--- src/mlsd_defines.svh ---
// Register map, field positions, reset values and constants of the load readout block
// What this block does
// - Accept seven-bit signed sensitivity threshold
// - Negative threshold more sensitive, positive less
// - Report ten-bit unsigned load, high means light
// - Unfiltered: refresh load once per full step
// - Filter on: average four, update per four
// - Stall output high when load reads zero, from the first report on (reset gives load zero, stall low)
`ifndef MLSD_DEFINES_SVH
`define MLSD_DEFINES_SVH

// Byte offsets of the register words
`define MLSD_OFS_CTRL        8'h00
`define MLSD_OFS_LOAD        8'h04
`define MLSD_OFS_IRQ_STATUS  8'h08
`define MLSD_OFS_IRQ_MASK    8'h0C

// Control word fields
`define MLSD_CTRL_THR_LSB    0
`define MLSD_CTRL_THR_MSB    6
`define MLSD_CTRL_FEN_BIT    8

// Load word fields
`define MLSD_LOAD_VAL_LSB    0
`define MLSD_LOAD_VAL_MSB    9
`define MLSD_LOAD_STALL_BIT  16

// Interrupt status and mask bits
`define MLSD_IRQ_REFRESH_BIT 0
`define MLSD_IRQ_STALL_BIT   1

// Reset values
`define MLSD_RST_THR         7'h00
`define MLSD_RST_FEN         1'b0
`define MLSD_RST_MASK        2'h0
`define MLSD_RST_LOAD        10'h000

// Full scale of the load value
`define MLSD_LOAD_MAX        10'h3FF
// Measurements averaged in filtered mode
`define MLSD_FILT_COUNT      4

// AXI responses
`define MLSD_RESP_OKAY       2'h0
`define MLSD_RESP_SLVERR     2'h2

`endif

--- src/mlsd_pkg.sv ---
// Types shared by the load readout modules
package mlsd_pkg;

	// Software configuration of the measurement
	typedef struct packed {
		logic       filt_en;   // Average over four full steps
		logic [6:0] thr;       // Signed sensitivity threshold
	} mlsd_cfg_t;

	// One load measurement with its strobe
	typedef struct packed {
		logic       valid;     // One-cycle strobe
		logic [9:0] value;     // Unsigned load value
	} mlsd_meas_t;

	// One-hot register select
	typedef struct packed {
		logic mask;
		logic status;
		logic load;
		logic ctrl;
	} mlsd_sel_t;

endpackage

--- src/mlsd_top.sv ---
// Load readout and stall detection with AXI4-Lite registers and interrupt
//
// Added by the designer: the address map and register access over AXI4-Lite.
`timescale 1ns/1ps
`include "mlsd_defines.svh"
module mlsd_top #(
	parameter int ADDR_W     = 8,                     // Register address width
	parameter int THR_WEIGHT = 16                     // Load counts per threshold step
) (
	input  wire logic               MCLK,
	input  wire logic               RSTN,
	input  wire logic [9:0]         RAW_LOAD,         // Raw measurement, same clock
	input  wire logic               FULLSTEP,         // One pulse per full step, same clock
	output logic [9:0]              LOAD_VALUE,
	output logic                    STALL_OUT,
	output logic                    IRQ,
	input  wire logic [ADDR_W-1:0]  S_AXI_AWADDR,
	input  wire logic               S_AXI_AWVALID,
	output logic                    S_AXI_AWREADY,
	input  wire logic [31:0]        S_AXI_WDATA,
	input  wire logic [3:0]         S_AXI_WSTRB,
	input  wire logic               S_AXI_WVALID,
	output logic                    S_AXI_WREADY,
	output logic [1:0]              S_AXI_BRESP,
	output logic                    S_AXI_BVALID,
	input  wire logic               S_AXI_BREADY,
	input  wire logic [ADDR_W-1:0]  S_AXI_ARADDR,
	input  wire logic               S_AXI_ARVALID,
	output logic                    S_AXI_ARREADY,
	output logic [31:0]             S_AXI_RDATA,
	output logic [1:0]              S_AXI_RRESP,
	output logic                    S_AXI_RVALID,
	input  wire logic               S_AXI_RREADY
);
	import mlsd_pkg::*;

	// Decode a byte address into a one-hot register select
	function automatic mlsd_sel_t reg_sel(input logic [ADDR_W-1:0] addr);
		mlsd_sel_t s;
		s        = '0;
		s.ctrl   = (addr[ADDR_W-1:2] == (ADDR_W-2)'(`MLSD_OFS_CTRL >> 2));
		s.load   = (addr[ADDR_W-1:2] == (ADDR_W-2)'(`MLSD_OFS_LOAD >> 2));
		s.status = (addr[ADDR_W-1:2] == (ADDR_W-2)'(`MLSD_OFS_IRQ_STATUS >> 2));
		s.mask   = (addr[ADDR_W-1:2] == (ADDR_W-2)'(`MLSD_OFS_IRQ_MASK >> 2));
		return s;
	endfunction

	// Expand byte strobes into a bit mask
	function automatic logic [31:0] strb_bits(input logic [3:0] strb);
		logic [31:0] m;
		m = 32'h0000_0000;
		for (int i = 0; i < 4; i++) begin
			m[i*8 +: 8] = {8{strb[i]}};
		end
		return m;
	endfunction

	// Write channel state
	logic              awready_q;                     // Address channel ready
	logic              wready_q;                      // Data channel ready
	logic              aw_have_q;                     // Address held
	logic              w_have_q;                      // Data held
	logic [ADDR_W-1:0] awaddr_q;                      // Held write address
	logic [31:0]       wdata_q;                       // Held write data
	logic [3:0]        wstrb_q;                       // Held byte strobes
	logic              bvalid_q;                      // Write response pending
	logic [1:0]        bresp_q;                       // Write response code

	// Read channel state
	logic              arready_q;                     // Read address ready
	logic              rvalid_q;                      // Read data pending
	logic [31:0]       rdata_q;                       // Read data register
	logic [1:0]        rresp_q;                       // Read response code

	// Block registers
	mlsd_cfg_t         cfg_q;                         // Threshold and filter mode
	logic [1:0]        mask_q;                        // Interrupt mask
	logic [1:0]        status_q;                      // Sticky interrupt events
	logic [9:0]        load_q;                        // Reported load value
	logic              stall_q;                       // Stall indication
	logic              irq_q;                         // Interrupt output register

	// Handshake and next-state wires
	logic              aw_hs;
	logic              w_hs;
	logic              wr_fire;
	logic              aw_have_d;
	logic              w_have_d;
	logic              bvalid_d;
	logic              ar_hs;
	logic              rvalid_d;
	mlsd_sel_t         wsel;
	mlsd_sel_t         rsel;
	logic              wr_hit;
	logic              rd_hit;
	logic [31:0]       wmask;
	logic [31:0]       cfg_word;
	logic [31:0]       cfg_new;
	logic [31:0]       mask_new;
	logic [31:0]       rd_word;

	// Measurement path wires
	mlsd_meas_t        scaled;
	mlsd_meas_t        filtered;
	logic              stall_d;
	logic              stall_onset;
	logic [1:0]        events;
	logic [1:0]        status_clr;
	logic [1:0]        status_d;
	mlsd_cfg_t         cfg_d;
	logic [1:0]        mask_d;

	// Threshold shift and saturation per full step
	mlsd_scale #(
		.THR_WEIGHT (THR_WEIGHT)
	) u_scale (
		.clk       (MCLK),
		.rst_n     (RSTN),
		.raw       (RAW_LOAD),
		.raw_valid (FULLSTEP),
		.thr       (cfg_q.thr),
		.meas      (scaled)
	);

	// Optional four-step averaging
	mlsd_filter u_filter (
		.clk      (MCLK),
		.rst_n    (RSTN),
		.filt_en  (cfg_q.filt_en),
		.in_meas  (scaled),
		.out_meas (filtered)
	);

	// Write channel handshakes; address and data may come in either order
	assign aw_hs     = S_AXI_AWVALID & awready_q;
	assign w_hs      = S_AXI_WVALID & wready_q;
	assign wr_fire   = aw_have_q & w_have_q;
	assign aw_have_d = (aw_have_q | aw_hs) & ~wr_fire;
	assign w_have_d  = (w_have_q | w_hs) & ~wr_fire;
	assign bvalid_d  = wr_fire | (bvalid_q & ~S_AXI_BREADY);

	// Write decode and byte-lane merge
	assign wsel     = reg_sel(awaddr_q);
	assign wr_hit   = wsel.ctrl | wsel.load | wsel.status | wsel.mask;
	assign wmask    = strb_bits(wstrb_q);
	assign cfg_word = {23'h0, cfg_q.filt_en, 1'b0, cfg_q.thr};
	assign cfg_new  = (cfg_word & ~wmask) | (wdata_q & wmask);
	assign mask_new = ({30'h0, mask_q} & ~wmask) | (wdata_q & wmask);

	// Configuration written by software steers the measurement; one driver for the whole word
	assign cfg_d  = (wr_fire & wsel.ctrl) ?
	                {cfg_new[`MLSD_CTRL_FEN_BIT], cfg_new[`MLSD_CTRL_THR_MSB:`MLSD_CTRL_THR_LSB]} : cfg_q;
	assign mask_d = (wr_fire & wsel.mask) ? mask_new[1:0] : mask_q;

	// Read channel handshake and decode
	assign ar_hs    = S_AXI_ARVALID & arready_q;
	assign rvalid_d = ar_hs | (rvalid_q & ~S_AXI_RREADY);
	assign rsel     = reg_sel(S_AXI_ARADDR);
	assign rd_hit   = rsel.ctrl | rsel.load | rsel.status | rsel.mask;
	assign rd_word  = rsel.ctrl   ? cfg_word :
	                  rsel.load   ? {15'h0, stall_q, 6'h0, load_q} :
	                  rsel.status ? {30'h0, status_q} :
	                  rsel.mask   ? {30'h0, mask_q} : 32'h0000_0000;

	// Stall follows each reported value; zero means a lost step
	assign stall_d     = filtered.valid ? (filtered.value == 10'h000) : stall_q;
	assign stall_onset = stall_d & ~stall_q;

	// Sticky events; a read of the status word clears, a new event wins
	assign events[`MLSD_IRQ_REFRESH_BIT] = filtered.valid;
	assign events[`MLSD_IRQ_STALL_BIT]   = stall_onset;
	assign status_clr = (ar_hs & rsel.status) ? 2'h3 : 2'h0;
	assign status_d   = (status_q & ~status_clr) | events;

	// Write address and data capture
	always_ff @(posedge MCLK) begin
		if (!RSTN) begin
			aw_have_q <= 1'b0;
			w_have_q  <= 1'b0;
			awaddr_q  <= '0;
			wdata_q   <= 32'h0000_0000;
			wstrb_q   <= 4'h0;
		end else begin
			aw_have_q <= aw_have_d;
			w_have_q  <= w_have_d;
			if (aw_hs) begin
				awaddr_q <= S_AXI_AWADDR;
			end
			if (w_hs) begin
				wdata_q <= S_AXI_WDATA;
				wstrb_q <= S_AXI_WSTRB;
			end
		end
	end

	// Write ready and response; one write in flight
	always_ff @(posedge MCLK) begin
		if (!RSTN) begin
			awready_q <= 1'b0;
			wready_q  <= 1'b0;
			bvalid_q  <= 1'b0;
			bresp_q   <= `MLSD_RESP_OKAY;
		end else begin
			awready_q <= ~aw_have_d & ~bvalid_d;
			wready_q  <= ~w_have_d & ~bvalid_d;
			bvalid_q  <= bvalid_d;
			if (wr_fire) begin
				// Unmapped addresses answer with an error
				bresp_q <= wr_hit ? `MLSD_RESP_OKAY : `MLSD_RESP_SLVERR;
			end
		end
	end

	// Read data capture; one read in flight
	always_ff @(posedge MCLK) begin
		if (!RSTN) begin
			arready_q <= 1'b0;
			rvalid_q  <= 1'b0;
			rdata_q   <= 32'h0000_0000;
			rresp_q   <= `MLSD_RESP_OKAY;
		end else begin
			arready_q <= ~rvalid_d;
			rvalid_q  <= rvalid_d;
			if (ar_hs) begin
				rdata_q <= rd_word;
				rresp_q <= rd_hit ? `MLSD_RESP_OKAY : `MLSD_RESP_SLVERR;
			end
		end
	end

	// Configuration and mask registers
	always_ff @(posedge MCLK) begin
		if (!RSTN) begin
			cfg_q.thr     <= `MLSD_RST_THR;
			cfg_q.filt_en <= `MLSD_RST_FEN;
			mask_q        <= `MLSD_RST_MASK;
		end else begin
			cfg_q  <= cfg_d;
			mask_q <= mask_d;
		end
	end

	// Reported load, stall and interrupt
	always_ff @(posedge MCLK) begin
		if (!RSTN) begin
			load_q   <= `MLSD_RST_LOAD;
			stall_q  <= 1'b0;
			status_q <= 2'h0;
			irq_q    <= 1'b0;
		end else begin
			if (filtered.valid) begin
				load_q <= filtered.value;
			end
			stall_q  <= stall_d;
			status_q <= status_d;
			irq_q    <= |(status_d & mask_d);
		end
	end

	// Outputs come straight from registers
	assign LOAD_VALUE    = load_q;
	assign STALL_OUT     = stall_q;
	assign IRQ           = irq_q;
	assign S_AXI_AWREADY = awready_q;
	assign S_AXI_WREADY  = wready_q;
	assign S_AXI_BVALID  = bvalid_q;
	assign S_AXI_BRESP   = bresp_q;
	assign S_AXI_ARREADY = arready_q;
	assign S_AXI_RVALID  = rvalid_q;
	assign S_AXI_RDATA   = rdata_q;
	assign S_AXI_RRESP   = rresp_q;
endmodule

--- src/mlsd_scale.sv ---
// Applies the signed threshold to a raw measurement and saturates the result
`timescale 1ns/1ps
`include "mlsd_defines.svh"
module mlsd_scale #(
	parameter int THR_WEIGHT = 16                     // Load counts per threshold step
) (
	input  wire logic               clk,
	input  wire logic               rst_n,
	input  wire logic [9:0]         raw,              // Raw measurement from the sensing front end
	input  wire logic               raw_valid,        // Full-step strobe
	input  wire logic [6:0]         thr,              // Signed threshold
	output mlsd_pkg::mlsd_meas_t    meas              // Scaled measurement
);
	import mlsd_pkg::*;

	localparam logic signed [12:0] WEIGHT = 13'(THR_WEIGHT);

	logic signed [12:0] thr_ext;                      // Threshold widened to the sum width
	logic signed [12:0] offset;                       // Shift of the measurement range
	logic signed [12:0] sum;                          // Raw value after the shift
	logic [9:0]         sat;                          // Clamped value
	mlsd_meas_t         meas_q;                       // Output register

	assign thr_ext = 13'(signed'(thr));
	// Positive threshold lifts the value, negative pulls it toward zero
	assign offset  = 13'(thr_ext * WEIGHT);
	assign sum     = signed'({3'h0, raw}) + offset;
	// Clamp instead of wrapping
	assign sat     = sum[12] ? 10'h000 :
	                 (sum > 13'sd1023) ? `MLSD_LOAD_MAX : sum[9:0];

	// Register the clamped value on every full step
	always_ff @(posedge clk) begin
		if (!rst_n) begin
			meas_q <= '0;
		end else begin
			meas_q.valid <= raw_valid;
			if (raw_valid) begin
				meas_q.value <= sat;
			end
		end
	end

	assign meas = meas_q;
endmodule

--- src/mlsd_filter.sv ---
// Optional average over four measurements
`timescale 1ns/1ps
`include "mlsd_defines.svh"
module mlsd_filter (
	input  wire logic               clk,
	input  wire logic               rst_n,
	input  wire logic               filt_en,          // Filtered mode
	input  mlsd_pkg::mlsd_meas_t    in_meas,          // Scaled measurement per full step
	output mlsd_pkg::mlsd_meas_t    out_meas          // Reported measurement
);
	import mlsd_pkg::*;

	logic [11:0] acc_q;                               // Running sum of the current group
	logic [11:0] acc_sum;                             // Sum including the new sample
	logic [1:0]  cnt_q;                               // Samples already in the group
	logic        fen_q;                               // Mode of the group in progress
	logic        group_end;                           // Fourth sample arrives
	mlsd_meas_t  out_q;                               // Output register

	assign acc_sum   = acc_q + {2'h0, in_meas.value};
	assign group_end = in_meas.valid & (cnt_q == 2'(`MLSD_FILT_COUNT - 1));

	// Collect groups of four, or pass every sample through
	always_ff @(posedge clk) begin
		if (!rst_n) begin
			acc_q <= 12'h000;
			cnt_q <= 2'h0;
			fen_q <= 1'b0;
			out_q <= '0;
		end else begin
			fen_q       <= filt_en;
			out_q.valid <= 1'b0;
			if (filt_en != fen_q) begin
				// Mode change drops a partial group
				acc_q <= 12'h000;
				cnt_q <= 2'h0;
			end else if (!filt_en) begin
				if (in_meas.valid) begin
					out_q <= in_meas;
				end
			end else if (group_end) begin
				// Average of four stays inside the value range
				out_q.valid <= 1'b1;
				out_q.value <= acc_sum[11:2];
				acc_q       <= 12'h000;
				cnt_q       <= 2'h0;
			end else if (in_meas.valid) begin
				acc_q <= acc_sum;
				cnt_q <= cnt_q + 2'h1;
			end
		end
	end

	assign out_meas = out_q;
endmodule

--- config.mk ---
export PLATFORM = sky130hd
export DESIGN_NAME = mlsd_top
export DESIGN_NICKNAME = d
export VERILOG_FILES = /design/src/mlsd_pkg.sv /design/src/mlsd_top.sv /design/src/mlsd_scale.sv /design/src/mlsd_filter.sv
export VERILOG_INCLUDE_DIRS = /design/src
export SDC_FILE = /design/constraint.sdc
export NUM_CORES = 1
export LEC_CHECK = 0
export ABC_AREA = 1
export BUFFER_PORTS_ARGS = -buffer_cell sky130_fd_sc_hd__clkbuf_2
export CORE_MARGIN = 4
export CORE_UTILIZATION = 51
export DETAILED_ROUTE_END_ITERATION = 12
export GPL_TIMING_DRIVEN = 0
export PLACE_DENSITY = 0.79
export SETUP_SLACK_MARGIN = 0.1
export SKIP_LAST_GASP = 1
export SLEW_MARGIN = 10
export SYNTH_ARGS = -nofsm -noshare
export SYNTH_HDL_FRONTEND = slang
export SYNTH_SLANG_ARGS = --single-unit
--- constraint.sdc ---
create_clock -name MCLK -period 4.7 [get_ports MCLK]
set_input_delay 0.94 -clock MCLK [delete_from_list [all_inputs] [get_ports MCLK]]
set_output_delay 0.94 -clock MCLK [all_outputs]
set_load 0.1 [all_outputs]
==> metrics.log, run 1 <==
INFO  metric holdCritPathClass = flop to flop
INFO  metric max-clock-path-buffers = 2
INFO  metric synthesis.area_per_instance = 7.143 sq um
INFO  metric timing.reg2reg.setup_slack = between 2 and 3 ns
INFO  metric yosys_register_bits = 97
INFO  metric worstMarginPinSlew = 0.5688 ns
INFO  metric mostFrequentLayoutCell = nand2_1
INFO  metric core-area = 9284 sq um
INFO  metric critical_path.startpoint = STALL_OUT
INFO  metric synthesis.area = 4907 sq um
INFO  metric ir_drop = 183.3 uV
INFO  metric finalSetupTns = 0 ns
INFO  metric port_buffers = 69
INFO  metric clock_power_share = 0.294
INFO  metric dieWidth = 106.1 um
INFO  metric cellLeakagePower = 2.752 nW
INFO  metric placement.setup.worst_slack = 2.178 ns
INFO  metric postcts_resize_cnt = 0
INFO  metric layout.core_utilization = 0.6121
INFO  metric initial_core_util = 0.5286
INFO  metric antenna-diode-count = 0
INFO  metric critPathCapture = STALL_OUT
INFO  metric result_of_the_run = finished clean
INFO  metric cts.sink_count = 97
INFO  metric crit-reg2reg-capture = u_filter.out_meas[6]
INFO  metric overflow = 0
INFO  metric tritoncts = yes
INFO  metric synthesis.instances = about 690
INFO  metric grt_pass1_wl = 20,380 um
INFO  metric detailedRoute.firstPassIterationCount = 5
INFO  metric clock_insertion_delay_worst_skew = 0.37 ns
INFO  metric synth-async-reset-ratio = 0
INFO  metric power.sequential.fraction = 0.498
INFO  metric gr-usage-all-layers = 0.2233
INFO  metric total_die_area = approximately 11,000 sq um
INFO  metric pin_count = between 100 and 150
INFO  metric power.combinational.fraction = 0.208
INFO  metric cts.clk_slew.worst_paths = 0.11 ns
INFO  metric crit_path_start_kind = flop
INFO  metric synth_edf_count = 0
INFO  metric timing.final.max_slew_violations = 0
INFO  metric place.detailed.hpwl = between 9000 and 10,000 um
INFO  metric crit_path_cell_trace = clkbuf_2
INFO  metric row_count = 35
INFO  metric number_of_global_route_vias_before_repair = 4,392
INFO  metric finalCriticalPeriod = 2.197 ns
INFO  metric holdPathStages = 2
INFO  metric finalHoldViolCount = 0
INFO  metric worst_r2r_startpoint = u_scale.meas[0]
INFO  metric path_depth = 1
INFO  metric critical_path_class = flop to output port
INFO  metric unrepaired_setup_endpoints_after_global_routing = false
INFO  metric power.switching = roughly 0.64 mW
INFO  metric cts_buffers = 9
INFO  metric cpPeakStageDelay = 0.49 ns
INFO  metric route.vias.total = 4,642
INFO  metric power_report.internal_total = 1.143 mW
INFO  metric cp_data_required_time = 3.76 ns
INFO  metric maxSlewHeadroom = 0.6208
INFO  metric cts_max_level = 3
INFO  metric worst_clock_skew = 0.01235 ns
INFO  metric fmaxAchievable = 455.2 MHz
INFO  metric root_buffer_cell = clkbuf_8
INFO  metric post_cts.repair.setup_buffers = 0
INFO  metric max_cap_violations = 0
INFO  metric layout_common_cells = nand2_1 (138), dfxtp_1 (97), inv_1 (85)
INFO  metric post_synth_num_cell_types = 42
INFO  metric drc = 0
INFO  metric maximum_number_of_pins_on_one_net_before_global_route_repair = 19
INFO  metric cts_hold_buf = 0
INFO  metric crit_path_top_delay_cell = clkbuf_2
INFO  metric detail_route.vias_per_cell = 5.035
INFO  metric layout-drive-gt1-share = 0.1803
INFO  metric average_wire_per_standard_cell = 13.46 um
INFO  metric timing.critical_path.buf_inv = 1
INFO  metric die_height = 106.1 um
INFO  metric worstPathArrival = about 1.3 ns
INFO  metric seq_area_frac_synth = 0.3957
INFO  metric netSwitchingFraction = 0.3577
INFO  metric final_net_count = a little under 900
INFO  metric synth.yosys.warnings = 0
INFO  metric route.final.wire_length = 12,410 um
INFO  metric pwr_density_cell = ~310 nW/um^2
INFO  metric worst-path-max-fanout = 4
INFO  metric timing.critical_path.max_delay_family = buffers and inverters
INFO  metric final_min_period_over_clock_period = 0.4674
INFO  metric r2r_cells = 10
INFO  metric setup.worst_path.end_class = output port
INFO  metric first_iter_violations = between 150 and 200
INFO  metric area_growth = 15.81%
INFO  metric number_of_antenna_violations_at_the_first_check_in_global_routing = 0
INFO  metric detail-route-antenna-nets = 0
INFO  metric timing.final.setup_violations = 0
INFO  metric setup_ws = around 2.5 ns
INFO  metric synth-main-ff-cell = dfxtp_1
INFO  metric place.gp.congestion = 0.9010
## cell usage after synthesis, types with 4 or more instances
cell type | number | area share
a21oi_1 | 78 | 0.080
a21oi_2 | 5 | 0.0089
buf_4 | 26 | 0.040
clkbuf_1 | 12 | 0.0092
dfxtp_1 | 97 | 0.40
ha_1 | 17 | 0.043
inv_1 | 85 | 0.065
inv_2 | 12 | 0.0092
nand2_1 | 138 | 0.11
nand3_1 | 40 | 0.041
nand3b_1 | 9 | 0.014
nand4_1 | 8 | 0.010
nor2_1 | 50 | 0.038
nor3_1 | 4 | 0.0041
o21ai_0 | 46 | 0.047
o21ai_1 | 17 | 0.017
o22ai_1 | 4 | 0.0051
## state kept, by name, summed over array words and instances, names as in the netlist, 2 cells and up, named ones only
| register | cells |
|---|---|
| LOAD_VALUE | 10 |
| S_AXI_RDATA | 11 |
| awaddr_q | 6 |
| mask_q | 2 |
| status_q | 2 |
| u_filter.acc_q | 12 |
| u_filter.cnt_q | 2 |
| u_filter.out_meas | 11 |
| u_scale.meas | 11 |
| wdata_q | 8 |
| wstrb_q | 2 |
## cell families after synthesis
| family | after synthesis | share of synthesized area |
|---|---|---|
| buffers and inverters | 140 | 0.1293 |
| DFF | 97 | 0.3957 |
| adders and majority gates | 19 | 0.05150 |
| AOI/OAI and AO/OA | 159 | 0.1731 |
| xor gates and xnor gates | 6 | 0.01071 |
| other | 1 | 0.0007642 |
| and+or+nand+nor | 265 | 0.2389 |
## stage by stage
step / instances / total power, mW / hold WS (ns) / instance area [sq um]
3_3_place_gp: 907 / 1.264 / 0.4411 / 5497
4_1_cts: 922 / 1.783 / 0.4704 / 5683
2_1_floorplan: 709 / 1.202 / 0.4153 / 4990
5_1_grt: 922 / 1.850 / 0.4864 / 5683
3_5_place_dp: 907 / 1.272 / 0.4434 / 5497
6_report: 922 / 1.779 / 0.4691 / 5683
## layer usage
metal | track usage | up-vias | share of wire
met3 | 0.04736 | 30 | 0.052
met4 | 0.09528 | 0 | 0.031
met2 | 0.3807 | 133 | 0.48
met1 | 0.2723 | 2095 | 0.44
met5 | 0 | - | 0
li1 | - | 2384 | -
## area by class of cell
class	count	area, sq um
Multi-Input combinational cell	472	2414
Fill cell	880	3601
Timing Repair Buffer	69	345.3
Clock buffer	9	123.9
Inverter	99	372.9
Buffer	41	261.5
Tap cell	129	161.4
Sequential cell	97	1942
Clock inverter	6	62.56
## power groups by stage
stage | clock network [mW] | registers, mW | logic, mW
final | 0.523 | 0.886 | 0.369
after global routing | 0.563 | 0.890 | 0.396
after CTS | 0.529 | 0.886 | 0.369
after detailed placement | 0 | 0.905 | 0.367
after global placement | 0 | 0.903 | 0.362
after floorplan | 0 | 1.00 | 0.200
## worst min path at each step
stage,slack [ns],end,from
3_3_place_gp,0.44,S_AXI_AWREADY,aw_have_q
3_5_place_dp,0.44,S_AXI_WREADY,w_have_q
5_1_grt,0.49,u_filter.acc_q[0],u_filter.acc_q[0]
4_1_cts,0.47,flop,wdata_q[4]
6_report,0.47,flop,wdata_q[4]
2_1_floorplan,0.42,S_AXI_WREADY,w_have_q
Power figures use the tool's default switching activity.
==> run 2, diff against run 1 <==
- CORE_UTILIZATION: 51 -> 48
- PLACE_DENSITY: 0.79 -> 0.78
- clock period: 4.7 -> 1.92 ns (I/O delays scaled with it)
==> run 2 against run 1 <==
  * Sequential power increased by 140%
  * Routed wire length increased by 1.1%
  * Hold slack got worse by 0.21 ns
  * Non-clock buffer count increased by 3
  * Critical path depth increased by 9
  * Register-to-register slack got worse by 2.5 ns
  * Setup slack got worse by 2.3 ns
  * Critical endpoint is now u_filter.out_meas[6]
==> metrics.log, run 2 (synthesis results as in run 1) <==
INFO  metric ir_drop = 518.2 uV (+180%)
INFO  metric mostFrequentLayoutCell = nand2_1
INFO  metric hold_path_end = wdata_q[8]
INFO  metric maxSlewHeadroom = 0.6262 (+0.005393)
INFO  metric antenna-diode-count = 0 (unchanged)
INFO  metric fill_cells = 916 (+4.1%)
INFO  metric largest_register_ffs = 12 (unchanged)
INFO  metric postLayoutCellArea = 5777 sq um (+1.7%)
INFO  metric number_of_antenna_violations_at_the_first_check_in_global_routing = 0 (unchanged)
INFO  metric crit_path_cell_trace = ha_4 > inv_1 > fa_2 > inv_2 > nand3_1 > nand3_2 > nand3_1 > nand3b_1 > nand3_1 > a21oi_2
INFO  metric cts_buffers = 9 (unchanged)
INFO  metric maximum_number_of_pins_on_one_net_before_global_route_repair = 19 (unchanged)
INFO  metric dieWidth = 109.1 um (+2.8%)
INFO  metric area_growth = 17.72%
INFO  metric place.detailed.hpwl = 9837 um (-0.65%)
INFO  metric timing.final.setup_violations = 0 (unchanged)
INFO  metric timing.reg2reg.setup_slack = 0.18 ns (-2.54 ns)
INFO  metric worst-path-max-fanout = 3 (-1)
INFO  metric cts.clk_slew.worst_paths = 0.11 ns (about the same)
INFO  metric power.combinational.fraction = 0.209 (about the same)
INFO  metric finalHoldViolCount = 0 (unchanged)
INFO  metric cellLeakagePower = 2.769 nW (+0.61%)
INFO  metric worstMarginPinSlew = 0.5607 ns (-0.008089 ns)
INFO  metric power.switching = 1.552 mW (+140%)
INFO  metric timing.final.max_slew_violations = 0 (unchanged)
INFO  metric clock_power_share = 0.292 (-0.002)
INFO  metric critical_path.startpoint = u_scale.meas[0]
INFO  metric first_iter_violations = 275 (+54%)
INFO  metric min_from = S_AXI_WDATA[8]
INFO  metric initial_core_util = 0.4975 (-0.03111)
INFO  metric layout-drive-gt1-share = 0.2085 (+0.02821)
INFO  metric gr-usage-all-layers = 0.2176 (-0.005749)
INFO  metric timing.critical_path.mode_cell = nand3_1
INFO  metric layout.core_utilization = 0.5856 (-0.02651)
INFO  metric cp_data_required_time = 2.23 ns (-1.53 ns)
INFO  metric detailed_place.area = 5503 sq um (+0.11%)
INFO  metric max-clock-path-buffers = 2 (unchanged)
INFO  metric max_cap_violations = 0 (unchanged)
INFO  metric route.vias.total = 4,677 (+0.75%)
INFO  metric clock_insertion_delay_worst_skew = 0.38 ns (about the same)
INFO  metric cts_max_level = 3 (unchanged)
INFO  metric overflow = 0 (unchanged)
INFO  metric number_of_global_route_vias_before_repair = 4,529 (+3.1%)
INFO  metric result_of_the_run = finished clean
INFO  metric route.final.wire_length = 12,550 um (+1.1%)
INFO  metric worst_clock_skew = 0.01404 ns (+0.001687 ns)
INFO  metric final_min_period_over_clock_period = 0.9045
INFO  metric max_flop_register = u_filter.acc_q
INFO  metric cpPeakStageDelay = 0.39 ns (-0.10 ns)
INFO  metric pin_count = 123 (unchanged)
INFO  metric tritoncts = yes
INFO  metric worstPathArrival = 2.05 ns (+0.79 ns)
INFO  metric crit_path_top_delay_cell = dfxtp_2
INFO  metric unrepaired_setup_endpoints_after_global_routing = true
INFO  metric power.sequential.fraction = 0.499 (about the same)
INFO  metric port_buffers = 69 (unchanged)
INFO  metric final_net_count = 881 (+0.34%)
INFO  metric place.gp.congestion = 0.9349 (+3.8%)
INFO  metric drc = 0 (unchanged)
INFO  metric pwr_density_cell = 753.3 nW/um^2 (+140%)
INFO  metric r2r_cells = 10 (unchanged)
INFO  metric core-area = 9864 sq um (+6.3%)
INFO  metric total_die_area = 11,910 sq um (+5.8%)
INFO  metric average_wire_per_standard_cell = 13.51 um (+0.34%)
INFO  metric critical_path_class = flop to flop
INFO  metric netSwitchingFraction = 0.3567 (-0.0009663)
INFO  metric finalSetupTns = 0 ns (unchanged)
INFO  metric holdCritPathClass = input pin to flop
INFO  metric root_buffer_cell = clkbuf_8
INFO  metric setup.worst_path.end_class = flop
INFO  metric row_count = 36 (+2.9%)
INFO  metric worst_r2r_startpoint = u_scale.meas[0]
INFO  metric cts.sink_count = 97 (unchanged)
INFO  metric detail-route-antenna-nets = 0 (unchanged)
INFO  metric power_report.internal_total = 2.799 mW (+140%)
INFO  metric finalCriticalPeriod = between 1.5 and 2 ns
INFO  metric layout_common_cells = nand2_1 (137), dfxtp_1 (90), inv_1 (82)
INFO  metric grt_pass1_wl = 20,540 um (+0.78%)
INFO  metric crit-reg2reg-capture = u_filter.out_meas[6]
INFO  metric crit_path_start_kind = flop
INFO  metric detailedRoute.firstPassIterationCount = 4 (-1)
INFO  metric detail_route.vias_per_cell = 5.034 (about the same)
INFO  metric die_height = 109.1 um (+2.8%)
INFO  metric holdPathStages = 3 (+1)
INFO  metric fmaxAchievable = 575.8 MHz
==> run 2: cell types whose count changed in the layout (fill, tap and decap cells not counted), sizes merged <==
cell | before | now
buf | 29 | 32
clkinv | 5 | 3
inv | 100 | 102
==> run 2: power groups by stage <==
| stage | Clock (mW) | Sequential, mW | Combinational, mW |
|---|---|---|---|
| 5_1_grt | 1.38 | 2.18 | 0.975 |
| 3_5_place_dp | 0 | 2.22 | 0.899 |
| 3_3_place_gp | 0 | 2.21 | 0.884 |
| 2_1_floorplan | 0 | 2.45 | 0.490 |
| 4_1_cts | 1.29 | 2.17 | 0.903 |
| 6_report | 1.27 | 2.17 | 0.909 |
==> run 2: critical path: cells and delay by family (launching register included) <==
kind	cells	cell delay, ns
DFF	1	0.39
and+or+nand+nor	5	0.50
buffers and inverters	2	0.13
AOI/OAI and AO/OA	1	0.15
adders and majority gates	2	0.52
==> run 2: cell type report <==
type	instances	area, sq um	area share
Buffer	41	261.5	0.04527
Clock inverter	6	57.56	0.009963
Inverter	99	372.9	0.06454
Tap cell	133	166.4	0.02881
Multi-Input combinational cell	472	2474	0.4282
Sequential cell	97	1953	0.3381
Timing Repair Buffer	72	367.9	0.06368
Clock buffer	9	123.9	0.02144
==> run 2: stage by stage <==
stage | worst slack, ns | power [mW] | hold slack, ns | cells
4_1_cts | 0.1178 | 4.359 | 0.2586 | 927
6_report | 0.1834 | 4.351 | 0.2635 | 929
3_5_place_dp | -0.02039 | 3.115 | 0.4512 | 911
5_1_grt | 0.04604 | 4.532 | 0.2723 | 929
2_1_floorplan | 0.1129 | 2.943 | 0.4153 | 709
3_3_place_gp | 0.02325 | 3.096 | 0.4410 | 911
==> run 2: per-layer routing <==
metal	vias up	share of wire	track usage	routed length (um)
met3	24	0.066	0.05210	828
met4	0	0.024	0.07845	305
met1	2102	0.43	0.2687	5417
li1	2404	-	-	-
met2	147	0.48	0.3680	5999
met5	-	0	0	0
==> run 2: worst max path at each step <==
| stage | end | slack, ns | cells after the start |
|---|---|---|---|
| finish | u_filter.out_meas[6] | 0.18 | 10 |
| global route | u_filter.out_meas[6] | 0.05 | 10 |
| CTS | u_filter.out_meas[6] | 0.12 | 10 |
| floorplan | wdata_q[8] | 0.11 | 4 |
| global placement | u_filter.out_meas[6] | 0.02 | 10 |
| detailed placement | u_scale.meas[9] | -0.02 | 12 |
==> run 2: repair_timing <==
| action | 4_1_cts | 5_1_grt |
|---|---|---|
| pin swaps | 0 | 1 |
| hold buffers | 0 | 0 |
| setup endpoints to repair | 14 | 18 |
| buffers inserted | 1 | 2 |
| gates resized for setup | 7 | 16 |
==> run 3, diff against run 2 <==
- CORE_ASPECT_RATIO: unset -> 0.75
==> run 3 against run 2 <==
  * Combinational power grew 1%
  * Sequential power barely moved
  * Utilization is 2.0 points higher
  * Largest power group is now the clock network
==> metrics.log, run 3 (synthesis results as in run 1) <==
INFO  metric cts.clk_slew.worst_paths = 0.06 ns (-0.05 ns)
INFO  metric max-clock-path-buffers = 2 (unchanged)
INFO  metric maxSlewHeadroom = 0.6151 (-0.01111)
INFO  metric finalCriticalPeriod = 1.785 ns (+0.04882 ns)
INFO  metric timing.final.max_slew_violations = 0 (unchanged)
INFO  metric power_report.internal_total = 3.735 mW (+33%)
INFO  metric crit_path_start_kind = flop
INFO  metric average_wire_per_standard_cell = 14.59 um (+8.0%)
INFO  metric mostFrequentLayoutCell = nand2_1
INFO  metric route.final.wire_length = 13,500 um (+7.5%)
INFO  metric grt_pass1_wl = 21,580 um (+5.1%)
INFO  metric cp_data_required_time = 2.19 ns (-0.04 ns)
INFO  metric cellLeakagePower = 2.836 nW (+2.4%)
INFO  metric pwr_density_cell = 890.4 nW/um^2 (+18%)
INFO  metric worstPathArrival = 2.05 ns (about the same)
INFO  metric largest_register_ffs = 12 (unchanged)
INFO  metric number_of_global_route_vias_before_repair = 4,453 (-1.7%)
INFO  metric layout-drive-gt1-share = 0.2043 (-0.004255)
INFO  metric result_of_the_run = finished clean
INFO  metric critical_path_class = flop to flop
INFO  metric root_buffer_cell = clkbuf_16
INFO  metric fmaxAchievable = 560.1 MHz (-2.7%)
INFO  metric clock_power_share = 0.414 (+0.122)
INFO  metric setup.worst_path.end_class = flop
INFO  metric core-area = 9813 sq um (-0.52%)
INFO  metric worst_clock_skew = 0.004546 ns (-0.009491 ns)
INFO  metric overflow = 0 (unchanged)
INFO  metric worstMarginPinSlew = 0.5774 ns (+0.01667 ns)
INFO  metric first_iter_violations = 356 (+29%)
INFO  metric drc = 0 (unchanged)
INFO  metric area_growth = 21.01%
INFO  metric unrepaired_setup_endpoints_after_global_routing = true
INFO  metric port_buffers = 69 (unchanged)
INFO  metric clock_insertion_delay_worst_skew = 0.34 ns (-0.04 ns)
INFO  metric place.gp.congestion = 0.9307 (-0.45%)
INFO  metric initial_core_util = 0.5001 (+0.002601)
INFO  metric power.sequential.fraction = 0.412 (-0.087)
INFO  metric fill_cells = 879 (-4.0%)
INFO  metric cts_max_level = 3 (unchanged)
INFO  metric layout_common_cells = nand2_1 (137), dfxtp_1 (89), inv_1 (83)
INFO  metric finalHoldViolCount = 0 (unchanged)
INFO  metric place.detailed.hpwl = 10,560 um (+7.3%)
INFO  metric total_die_area = 11,920 sq um (+0.14%)
INFO  metric timing.final.setup_violations = 0 (unchanged)
INFO  metric number_of_antenna_violations_at_the_first_check_in_global_routing = 0 (unchanged)
INFO  metric detail-route-antenna-nets = 0 (unchanged)
INFO  metric footprint_of_the_multi_input_gates = 2471 sq um (-0.10%)
INFO  metric detail_route.vias_per_cell = 5.174 (+2.8%)
INFO  metric route.vias.total = 4,786 (+2.3%)
INFO  metric seqCellArea = 1954 sq um (about the same)
INFO  metric cts_hold_buf = 0 (unchanged)
INFO  metric power.switching = 1.552 mW (about the same)
INFO  metric dieWidth = 124.8 um (+14%)
INFO  metric power.combinational.fraction = 0.174 (-0.035)
INFO  metric power = 5.287 mW (+22%)
INFO  metric cts_buffers = 9 (unchanged)
INFO  metric ir_drop = 501.7 uV (-3.2%)
INFO  metric die_height = 95.57 um (-12%)
INFO  metric final_net_count = 878 (-0.34%)
INFO  metric gr-usage-all-layers = 0.2281 (+0.01053)
INFO  metric worst-path-max-fanout = 3 (unchanged)
INFO  metric pin_count = 123 (unchanged)
INFO  metric max_flop_register = u_filter.acc_q
INFO  metric cts.sink_count = 97 (unchanged)
INFO  metric final.hold.worst_slack = 0.2956 ns (+0.03216 ns)
INFO  metric maximum_number_of_pins_on_one_net_before_global_route_repair = 16 (-3)
INFO  metric post_cts.repair.setup_buffers = 0 (-1)
INFO  metric final_min_period_over_clock_period = 0.9299 (+0.02543)
INFO  metric holdCritPathClass = input pin to flop
INFO  metric row_count = 31 (-14%)
INFO  metric detailedRoute.firstPassIterationCount = 5 (+1)
INFO  metric netSwitchingFraction = 0.2936 (-0.06313)
INFO  metric max_cap_violations = 0 (unchanged)
INFO  metric tritoncts = yes
INFO  metric antenna-diode-count = 0 (unchanged)
-- run 3: stage by stage --
stage / setup TNS, ns / setup slack, ns / cells / instance area [sq um] / utilization
2_1_floorplan: 0 / 0.1129 / 709 / 4991 / -
4_1_cts: 0 / 0.1057 / 925 / 5897 / 0.6009
6_report: 0 / 0.1346 / 925 / 5938 / 0.6051
5_1_grt: 0 / 0.06353 / 925 / 5938 / 0.6051
3_5_place_dp: -0.3209 / -0.1127 / 910 / 5502 / 0.5606
3_3_place_gp: -0.1416 / -0.07799 / 910 / 5502 / 0.5606
-- run 3: what timing repair did --
action	CTS	global route
resized for setup	10	14
hold endpoints to repair	0	0
pin swaps	0	1
setup endpoints to repair	17	18
-- run 3: worst paths after layout --
path,cells past startpoint,end,slack [ns],startpoint
hold / removal,3,awaddr_q[7],0.30,S_AXI_AWADDR[7]
setup reg to reg,10,u_filter.acc_q[8],0.13,u_scale.meas[0]
setup / recovery,10,u_filter.acc_q[8],0.13,u_scale.meas[0]
hold reg to reg,1,S_AXI_AWREADY,0.45,aw_have_q
-- run 3: final cells by class --
cell class,instances,area share
plain buffers,41,0.04404
clock inverters,5,0.02149
well taps,132,0.02781
repair buffers,69,0.05815
multi-input cells,472,0.4161
inverters,99,0.06300
clock buffers,10,0.04024
flip-flops and latches,97,0.3291
-- run 3: power groups by stage --
| stage | combinational, mW | sequential [mW] | clock, mW |
|---|---|---|---|
| final | 0.918 | 2.18 | 2.19 |
| after global routing | 0.977 | 2.19 | 2.30 |
| after CTS | 0.910 | 2.18 | 2.21 |
| after detailed placement | 0.905 | 2.22 | 0 |
| after global placement | 0.888 | 2.22 | 0 |
| after floorplan | 0.490 | 2.45 | 0 |
-- run 3: metal layers --
layer	track usage	routed length, um
met5	0	0
met4	0.06478	160
met3	0.05151	1066
met2	0.3575	5831
met1	0.3176	6437
-- run 3: critical path: stages, from the launching register on --
cell	delay (ns)
dfxtp_4	0.40
ha_4	0.15
inv_1	0.05
fa_2	0.36
inv_2	0.08
nand3_1	0.09
nand3_2	0.11
nand3_2	0.10
nand3b_1	0.13
nand3_1	0.09
a21oi_1	0.14
